## src/include/frfc_map.vh

```
/*
 * Register offsets, field positions and reset values for the fault
 * return and fault control block.
 * Assumes a 32-bit APB slave with word-aligned registers.
 */
`ifndef FRFC_MAP_VH
`define FRFC_MAP_VH

// -----------------------------------------------------------------
// Register byte offsets
// -----------------------------------------------------------------
`define FRFC_OFF_ARITH     12'h000
`define FRFC_OFF_PROC      12'h004
`define FRFC_OFF_TRACE     12'h008
`define FRFC_OFF_STATUS    12'h00c
`define FRFC_OFF_MASK      12'h010
`define FRFC_OFF_SAVEDPC   12'h014
`define FRFC_OFF_RETPTR    12'h018
`define FRFC_OFF_FTYPE     12'h01c
`define FRFC_OFF_RESUMEIP  12'h020

// -----------------------------------------------------------------
// Arithmetic control fields (fault mask bits, imprecise flag)
// -----------------------------------------------------------------
`define FRFC_AC_INT_OVF    0
`define FRFC_AC_FP_OVF     1
`define FRFC_AC_FP_UNF     2
`define FRFC_AC_FP_INV     3
`define FRFC_AC_FP_ZDIV    4
`define FRFC_AC_FP_INEX    5
`define FRFC_AC_NIF        6
`define FRFC_AC_RESET      32'h00000040

// -----------------------------------------------------------------
// Process control fields
// -----------------------------------------------------------------
`define FRFC_PC_SUPER      0
`define FRFC_PC_TRACE_EN   1
`define FRFC_PC_REFAULT    2
`define FRFC_PC_RESUME     3
`define FRFC_PC_TFPEND     4
`define FRFC_PC_ISTATE_LO  8
`define FRFC_PC_ISTATE_HI  15
`define FRFC_PC_RESET      32'h00000001

// -----------------------------------------------------------------
// Fault class codes on the core fault port
// -----------------------------------------------------------------
`define FRFC_F_OPER        5'h00
`define FRFC_F_ARITH_ZDIV  5'h01
`define FRFC_F_FP_OVF      5'h02
`define FRFC_F_FP_UNF      5'h03
`define FRFC_F_FP_INV      5'h04
`define FRFC_F_FP_ZDIV     5'h05
`define FRFC_F_FP_INEX     5'h06
`define FRFC_F_CONSTR      5'h07
`define FRFC_F_TRACE       5'h08
`define FRFC_F_INV_DESC    5'h09
`define FRFC_F_VMEM        5'h0a
`define FRFC_F_TSLICE      5'h0b
`define FRFC_F_EVENT       5'h0c
`define FRFC_F_INT_OVF     5'h0d
`define FRFC_F_STRUCT      5'h0e
`define FRFC_F_BADACC      5'h0f
`define FRFC_F_PROT        5'h10
`define FRFC_F_TYPE        5'h11

// -----------------------------------------------------------------
// Fault table entry types and status bits
// -----------------------------------------------------------------
`define FRFC_ENT_LOCAL     2'h0
`define FRFC_ENT_SYSTEM    2'h2
`define FRFC_ST_FAULT      0
`define FRFC_ST_MASKED     1
`define FRFC_ST_RETURN     2
`define FRFC_ST_REFAULT    3
`define FRFC_ST_WIDTH      4

`endif

```

## src/verilog/frfc_fault_unit.v

```verilog
/*
 * Fault return and fault control unit: gates fault conditions by the
 * arithmetic masks and trace enable, captures the fault record, and
 * decides how work resumes when the handler returns.
 * Assumes the core drives single-cycle fault and return strobes and
 * an APB master on the same 250 MHz clock.
 */
// Chosen here: the APB interface to the registers and the register offsets.
// What this block does
// - Handler return starts resumption automatically
// - Restore saved controls only in supervisor mode
// - Local-call entry resumes at saved return pointer
// - Return pointer is faulting or next instruction
// - Pre-execution fault leaves process state untouched
// - Integer overflow writes result in the same cycle as the fault
// - Listed fault classes are resumable
// - Listed fault classes may not resume
// - Resume flag set when resumption info collected
// - Altered return with resume set is undefined
// - Arithmetic mask bits suppress matching faults
// - Imprecise flag governs fault synchronisation
// - Refault flag raises fault on return
// - Trace faults need trace enable and mode
// - Entry type 10 enters via system call
`timescale 1ns/1ps
`default_nettype none
`include "frfc_map.vh"

module frfc_fault_unit #(
  parameter AW = 12
) (
  input  wire        clock,
  input  wire        rst,
  // APB slave
  input  wire        psel,
  input  wire        penable,
  input  wire        pwrite,
  input  wire [AW-1:0] paddr,
  input  wire [31:0] pwdata,
  output reg  [31:0] prdata,
  output wire        pready,
  output wire        pslverr,
  // Core fault condition port
  input  wire        cond_valid,
  input  wire [4:0]  cond_class,
  input  wire        cond_before_exec,
  input  wire        cond_imprecise,
  input  wire [7:0]  cond_trace_mode,
  input  wire [31:0] cond_fault_ip,
  input  wire [31:0] cond_next_ip,
  input  wire [1:0]  entry_type,
  input  wire [31:0] ovf_result,
  // Handler return strobe
  input  wire        handler_ret,
  // Outputs to the core
  output reg         fault_taken,
  output reg         fault_via_system,
  output reg         cond_complete,
  output reg         dest_write,
  output reg  [31:0] dest_data,
  output reg         state_commit,
  output reg         sync_barrier,
  output reg         resume_go,
  output reg  [31:0] resume_ip,
  output reg         resume_suspended,
  output wire        irq
);

  // -----------------------------------------------------------------
  // Registers
  // -----------------------------------------------------------------
  reg [31:0] arith_ctrl;
  reg [31:0] process_ctrl;
  reg [7:0]  trace_ctrl;
  reg [`FRFC_ST_WIDTH-1:0] status;
  reg [`FRFC_ST_WIDTH-1:0] mask;
  reg [31:0] saved_pc;
  reg [31:0] return_pointer_register;
  reg [4:0]  saved_class;
  reg        entered_system;
  reg [31:0] read_mux;
  reg [`FRFC_ST_WIDTH-1:0] next_status;

  // Mask bit in arithmetic controls that gates a class, or none
  function masked_by;
    input [4:0]  cls;
    input [31:0] ac;
    begin
      case (cls)
        `FRFC_F_INT_OVF: masked_by = ac[`FRFC_AC_INT_OVF];
        `FRFC_F_FP_OVF:  masked_by = ac[`FRFC_AC_FP_OVF];
        `FRFC_F_FP_UNF:  masked_by = ac[`FRFC_AC_FP_UNF];
        `FRFC_F_FP_INV:  masked_by = ac[`FRFC_AC_FP_INV];
        `FRFC_F_FP_ZDIV: masked_by = ac[`FRFC_AC_FP_ZDIV];
        `FRFC_F_FP_INEX: masked_by = ac[`FRFC_AC_FP_INEX];
        default:         masked_by = 1'b0;
      endcase
    end
  endfunction

  // Classes that leave the process resumable when faulted before execution
  function resumable;
    input [4:0] cls;
    begin
      case (cls)
        `FRFC_F_OPER, `FRFC_F_ARITH_ZDIV, `FRFC_F_FP_OVF,
        `FRFC_F_FP_UNF, `FRFC_F_FP_INV, `FRFC_F_FP_ZDIV,
        `FRFC_F_CONSTR, `FRFC_F_TRACE, `FRFC_F_INV_DESC,
        `FRFC_F_VMEM, `FRFC_F_TSLICE, `FRFC_F_EVENT:
          resumable = 1'b1;
        default:
          resumable = 1'b0;
      endcase
    end
  endfunction

  // -----------------------------------------------------------------
  // Fault qualification
  // -----------------------------------------------------------------
  wire is_trace   = (cond_class == `FRFC_F_TRACE);
  wire trace_ok   = process_ctrl[`FRFC_PC_TRACE_EN] &
                    (|(cond_trace_mode & trace_ctrl));
  wire cond_mask  = masked_by(cond_class, arith_ctrl) |
                    (is_trace & ~trace_ok);
  wire raise      = cond_valid & ~cond_mask;
  wire refault_go = handler_ret & process_ctrl[`FRFC_PC_REFAULT];
  wire do_raise   = raise | refault_go;
  wire super_now  = process_ctrl[`FRFC_PC_SUPER];

  // APB decode; zero wait states, unmapped reads zero with error
  wire apb_acc = psel & penable;
  wire apb_wr  = apb_acc & pwrite;
  reg  hit;
  assign pready  = 1'b1;
  assign pslverr = apb_acc & ~hit;
  assign irq     = |(status & mask);

  // -----------------------------------------------------------------
  // Read mux
  // -----------------------------------------------------------------
  always @* begin
    hit      = 1'b1;
    read_mux = 32'h00000000;
    case (paddr)
      `FRFC_OFF_ARITH:    read_mux = arith_ctrl;
      `FRFC_OFF_PROC:     read_mux = process_ctrl;
      `FRFC_OFF_TRACE:    read_mux = {24'h000000, trace_ctrl};
      `FRFC_OFF_STATUS:   read_mux = {28'h0000000, status};
      `FRFC_OFF_MASK:     read_mux = {28'h0000000, mask};
      `FRFC_OFF_SAVEDPC:  read_mux = saved_pc;
      `FRFC_OFF_RETPTR:   read_mux = return_pointer_register;
      `FRFC_OFF_FTYPE:    read_mux = {26'h0, entered_system,
                                      saved_class};
      `FRFC_OFF_RESUMEIP: read_mux = resume_ip;
      default:            hit = 1'b0;
    endcase
  end

  // Sticky status: hardware set wins over write-one-to-clear
  always @* begin
    next_status = status;
    if (apb_wr && paddr == `FRFC_OFF_STATUS) begin
      next_status = status & ~pwdata[`FRFC_ST_WIDTH-1:0];
    end
    if (do_raise) begin
      next_status[`FRFC_ST_FAULT] = 1'b1;
    end
    if (cond_valid & cond_mask) begin
      next_status[`FRFC_ST_MASKED] = 1'b1;
    end
    if (handler_ret) begin
      next_status[`FRFC_ST_RETURN] = 1'b1;
    end
    if (refault_go) begin
      next_status[`FRFC_ST_REFAULT] = 1'b1;
    end
  end

  // -----------------------------------------------------------------
  // Control state, fault record and return handling
  // -----------------------------------------------------------------
  always @(posedge clock) begin
    if (rst) begin
      arith_ctrl              <= `FRFC_AC_RESET;
      process_ctrl            <= `FRFC_PC_RESET;
      trace_ctrl              <= 8'h00;
      status                  <= {`FRFC_ST_WIDTH{1'b0}};
      mask                    <= {`FRFC_ST_WIDTH{1'b0}};
      saved_pc                <= 32'h00000000;
      return_pointer_register <= 32'h00000000;
      saved_class             <= 5'h00;
      entered_system          <= 1'b0;
      prdata                  <= 32'h00000000;
      fault_taken             <= 1'b0;
      fault_via_system        <= 1'b0;
      cond_complete           <= 1'b0;
      dest_write              <= 1'b0;
      dest_data               <= 32'h00000000;
      state_commit            <= 1'b0;
      sync_barrier            <= 1'b0;
      resume_go               <= 1'b0;
      resume_ip               <= 32'h00000000;
      resume_suspended        <= 1'b0;
    end else begin
      status           <= next_status;
      // Read data is latched in the setup phase so it leaves a flop;
      // a register that changes during the access shows its old value
      if (psel & ~penable) begin
        prdata <= read_mux;
      end
      fault_taken      <= do_raise;
      fault_via_system <= do_raise & (entry_type == `FRFC_ENT_SYSTEM);
      // Masked conditions finish the instruction, no record written
      cond_complete    <= cond_valid & cond_mask;
      // Overflowed value lands in the destination even when faulting
      dest_write       <= cond_valid & (cond_class == `FRFC_F_INT_OVF);
      dest_data        <= ovf_result;
      // A fault before execution must not commit any process state
      state_commit     <= cond_valid & ~(raise & cond_before_exec);
      // Imprecise faults are fenced only while the flag is set
      sync_barrier     <= cond_valid & cond_imprecise &
                          arith_ctrl[`FRFC_AC_NIF];
      resume_go        <= handler_ret & ~refault_go;
      if (apb_wr) begin
        case (paddr)
          `FRFC_OFF_ARITH:   arith_ctrl <= pwdata;
          `FRFC_OFF_PROC:    process_ctrl <= pwdata;
          `FRFC_OFF_TRACE:   trace_ctrl <= pwdata[7:0];
          `FRFC_OFF_MASK:    mask <= pwdata[`FRFC_ST_WIDTH-1:0];
          // Handler software edits the saved controls here; a changed
          // return point with resume still set is left undefined
          `FRFC_OFF_SAVEDPC: saved_pc <= pwdata;
          `FRFC_OFF_RETPTR:  return_pointer_register <= pwdata;
          default: ;
        endcase
      end
      if (raise) begin
        saved_class    <= cond_class;
        entered_system <= (entry_type == `FRFC_ENT_SYSTEM);
        // Saved return pointer is the faulting or next instruction
        return_pointer_register <= cond_before_exec ? cond_fault_ip
                                                    : cond_next_ip;
        // Resume flag marks that resumption info was collected
        saved_pc <= process_ctrl | ((resumable(cond_class) &
                    cond_before_exec) ? (32'h1 << `FRFC_PC_RESUME)
                                       : 32'h0);
        if (entry_type == `FRFC_ENT_SYSTEM) begin
          process_ctrl[`FRFC_PC_SUPER] <= 1'b1;
        end
        if (is_trace) begin
          process_ctrl[`FRFC_PC_TRACE_EN] <= 1'b0;
        end
      end
      if (handler_ret & ~refault_go) begin
        if (entered_system & super_now) begin
          // Supervisor return restores the saved controls
          process_ctrl <= saved_pc;
          resume_suspended <= saved_pc[`FRFC_PC_RESUME];
        end else begin
          // Local entry, or a system entry returned outside supervisor mode, ignores the resumption record
          resume_suspended <= 1'b0;
        end
        resume_ip <= return_pointer_register;
      end
      // Flag is consumed by the fault it raises, so it fires once
      if (refault_go) begin
        process_ctrl[`FRFC_PC_REFAULT] <= 1'b0;
      end
    end
  end

endmodule
`default_nettype wire
```

## config.mk

```make
export PLATFORM = sky130hd
export DESIGN_NAME = frfc_fault_unit
export DESIGN_NICKNAME = d
export VERILOG_FILES = /design/src/verilog/frfc_fault_unit.v
export VERILOG_INCLUDE_DIRS = /design/src /design/src/include
export SDC_FILE = /design/constraint.sdc
export NUM_CORES = 1
export LEC_CHECK = 0
export ABC_AREA = 0
export ABC_CLOCK_PERIOD_IN_PS = 1800
export BUFFER_PORTS_ARGS = -buffer_cell sky130_fd_sc_hd__buf_2
export CORE_ASPECT_RATIO = 1.25
export CORE_MARGIN = 4
export CORE_UTILIZATION = 49
export DETAILED_ROUTE_END_ITERATION = 10
export HOLD_SLACK_MARGIN = 0.12
export PLACE_DENSITY_LB_ADDON = 0.08
export SYNTH_ARGS = -nofsm -noshare
export SYNTH_HDL_FRONTEND = slang
export SYNTH_SLANG_ARGS = --single-unit
```

## constraint.sdc

```tcl
create_clock -name clock -period 1.8 [get_ports clock]
set_input_delay 0.09 -clock clock [delete_from_list [all_inputs] [get_ports clock]]
set_output_delay 0.09 -clock clock [all_outputs]
set_load 0.02 [all_outputs]
```

==> results.toml <==
[route]
ant_nets = 0
vias = 12100
drc = 0
first_iter_violations = 952
dr.pass1.iters = 5
viasPerCell = 5.90
routed_wl_mm = 42.4
wl_per_cell_um = 20.7

[yosys]
synth_fp_nets = 1452
synth_top_area_share_pct = 44.5
synth_cells = 1288
synth_seq_cells = 254
netlist_area_sq_um = 11400
ys_warn_count = 0
async_flop_share_pct = 0
synth_edf_count = 0
yosysMostFrequentCell = "dfxtp_1"
yosys-top-cells-count = "dfxtp_1 (254), nand2_1 (171), a21oi_1 (142)"
ys_top_cells_by_area = "dfxtp_1 (44%), mux2i_1 (9.7%), a21oi_1 (6.2%), nand2_1 (5.6%), a211oi_1 (4.1%)"
yosysTopAreaCell = "dfxtp_1"
yosysSeqAreaShare_pct = 44.5
synth-main-ff-cell = "dfxtp_1"
yosysUniqueCellTypes = 56
syn_avg_cell_area_sq_um = 8.88

[finish]
area_growth_pct = 45.3
final_cell_area_sq_um = 16600
drive_gt1_share_pct = 30.6
fin_nets = 1904
finalNonFillerCells = 2048
final_util_pct = 72.4
n_antenna_cell = 0

[timing]
whs_ns = 0.183
fin_crit_sh_pct = 108
rsz0062_at_grt = "true"
hold_viol = 0
maxSlewHeadroom_pct = 55.8
finalMaxSlewViolations = 0
period_minus_slack_ns = 1.94
fin_setup_tns_ns = -0.871
fin_skew_ns = 0.0197
setup_viol = 30
worst_pin_slew_ns = 0.647
setup_ws_ns = -0.137
max_freq_ghz = 0.516

[worst_setup_path]
critPathLaunchType = "flop"
rr_worst_depth = 7
reg2reg_to = "process_ctrl[0]"
critical_path_class = "reg2reg"
timing.rr.start = "arith_ctrl[4]"
worstPathArrival_ns = 2.40
endpoint_kind = "flop"
r2r_setup_slack_ns = -0.14
cp_max_fo = 3
cp.required_ns = 2.26

[power]
total_power_mw = 13.9
powerDensity_nw_per_um2 = 838
vdd_drop_max_mv = 0.797
total_leakage_power_nw = 6.45

[floorplanning]
fp.dieH_um = 179
ios = 271
coreArea_sq_um = 23000
die_area_sq_um = 25900
die_x_um = 145
fp-row-count = 62
start_util_pct = 49.8

[hold_path]
min_from = "psel"
hold_class = "in2reg"
whs_path_depth = 5
min_to = "prdata[7]"

[place]
dp.cells = 1848
place_congestion = 0.915
placed_cell_area_sq_um = 13900
dp_worst_setup_slack_ns = -0.346
io_buffer_count = 269
dp_hpwl_mm = 27.2

[clock_network]
worstSkewPairLatency_ns = 0.54
cts_root_buffer = "clkbuf_16"
cts_tree = "done"
cts_made_buffers = 26
cts_htree_levels = 1
clk_pin_slew_worst_paths_ns = 0.06
clock_path_buffers = 3
cts_sinks = 254

[global_route]
antenna_found_initial = 0
gr-total-overflow = 0
grt_pass1_wl_mm = 64.2
grt_pass1_vias = 11800
grt_use_total_pct = 31.0
grt_max_degree = 89

[status]
status = "finished, violations left"
violations = "setup timing"

[flow_run]
drv_cap = 0
## per-layer routing
layer | share of wire, % | GRT usage, % | vias up
li1 | - | - | 5609
met1 | 40 | 39.7 | 5804
met2 | 49 | 53.0 | 569
met3 | 6.6 | 3.55 | 110
met4 | 4.1 | 12.3 | 0
met5 | 0 | 0 | -
## report_power, final
group / leakage (nW) / switching, mW / internal (mW)
logic: 3.88 / 0.872 / 0.802
clock network: 0.494 / 2.32 / 3.96
registers: 2.08 / 0.148 / 5.83
## state kept, by name, summed over array words and instances, names as in the netlist, 4 cells and up
signal,count
mask,4
prdata,32
saved_class,5
status,4
dest_data,32
trace_ctrl,8
process_ctrl,32
saved_pc,32
arith_ctrl,32
return_pointer_register,32
resume_ip,32
## cells by family (layout without fill, tap and decap cells)
group | after synthesis | count (layout) | synth area share, %
compound gates | 365 | 365 | 20.7
buf+inv | 129 | 601 | 4.92
flops | 254 | 254 | 44.5
mux | 149 | 149 | 13.6
other cells | 1 | 1 | 0.0328
simple gates | 390 | 390 | 16.4
## worst max-delay path by stage
stage	from	to	slack [ns]	cells after the start
2_1_floorplan	paddr[4]	process_ctrl[11]	-0.05	6
3_3_place_gp	paddr[9]	return_pointer_register[23]	-0.30	7
3_5_place_dp	trace_ctrl[5]	saved_pc[12]	-0.35	8
4_1_cts	trace_ctrl[0]	saved_pc[26]	-0.06	9
5_1_grt	arith_ctrl[4]	process_ctrl[0]	-0.15	7
6_report	arith_ctrl[4]	process_ctrl[0]	-0.14	7
## cell usage in the layout, fill, tap and decap left out, drive strengths merged, types with 4 or more instances in the layout
master and instances:
nand2 171, nand2b 6, and3 5, nor4b 5
inv 6, a211oi 63, o211ai 4, buf 403
nand4b 4, o21ai 34, o31ai 33, nor2 45
a22oi 35, dlygate4sd3 141, mux2i 111, mux2 37
bufinv 6, nand3 56, clkbuf 41, o22ai 4
a221oi 29, nor3 38, nor2b 36, nand4 4
a21oi 142, nor4 8, dfxtp 254
## what timing repair did
| item | 4_1_cts | 5_1_grt |
|---|---|---|
| endpoints found under the hold margin | 197 | 0 |
| setup endpoints to repair | 63 | 76 |
| gates cloned | 0 | 4 |
| hold buffers | 141 | 0 |
| setup buffers | 3 | 6 |
| pin swaps | 12 | 14 |
| resized for setup | 24 | 30 |
## critical path: stages (launching register included)
cell,delay (ns)
dfxtp_2,0.35
mux2_4,0.27
a22oi_2,0.19
o211ai_1,0.14
buf_4,0.18
buf_6,0.11
or4_4,0.45
a41oi_2,0.18
## cell type report
type / instances / area (sq um)
Tap cell: 288 / 360
Multi-Input combinational cell: 905 / 6020
Clock buffer: 39 / 811
Timing Repair Buffer: 546 / 4110
Fill cell: 1727 / 6350
Clock inverter: 9 / 198
Sequential cell: 254 / 5090
Inverter: 7 / 26.3
Power figures use the tool's default switching activity.
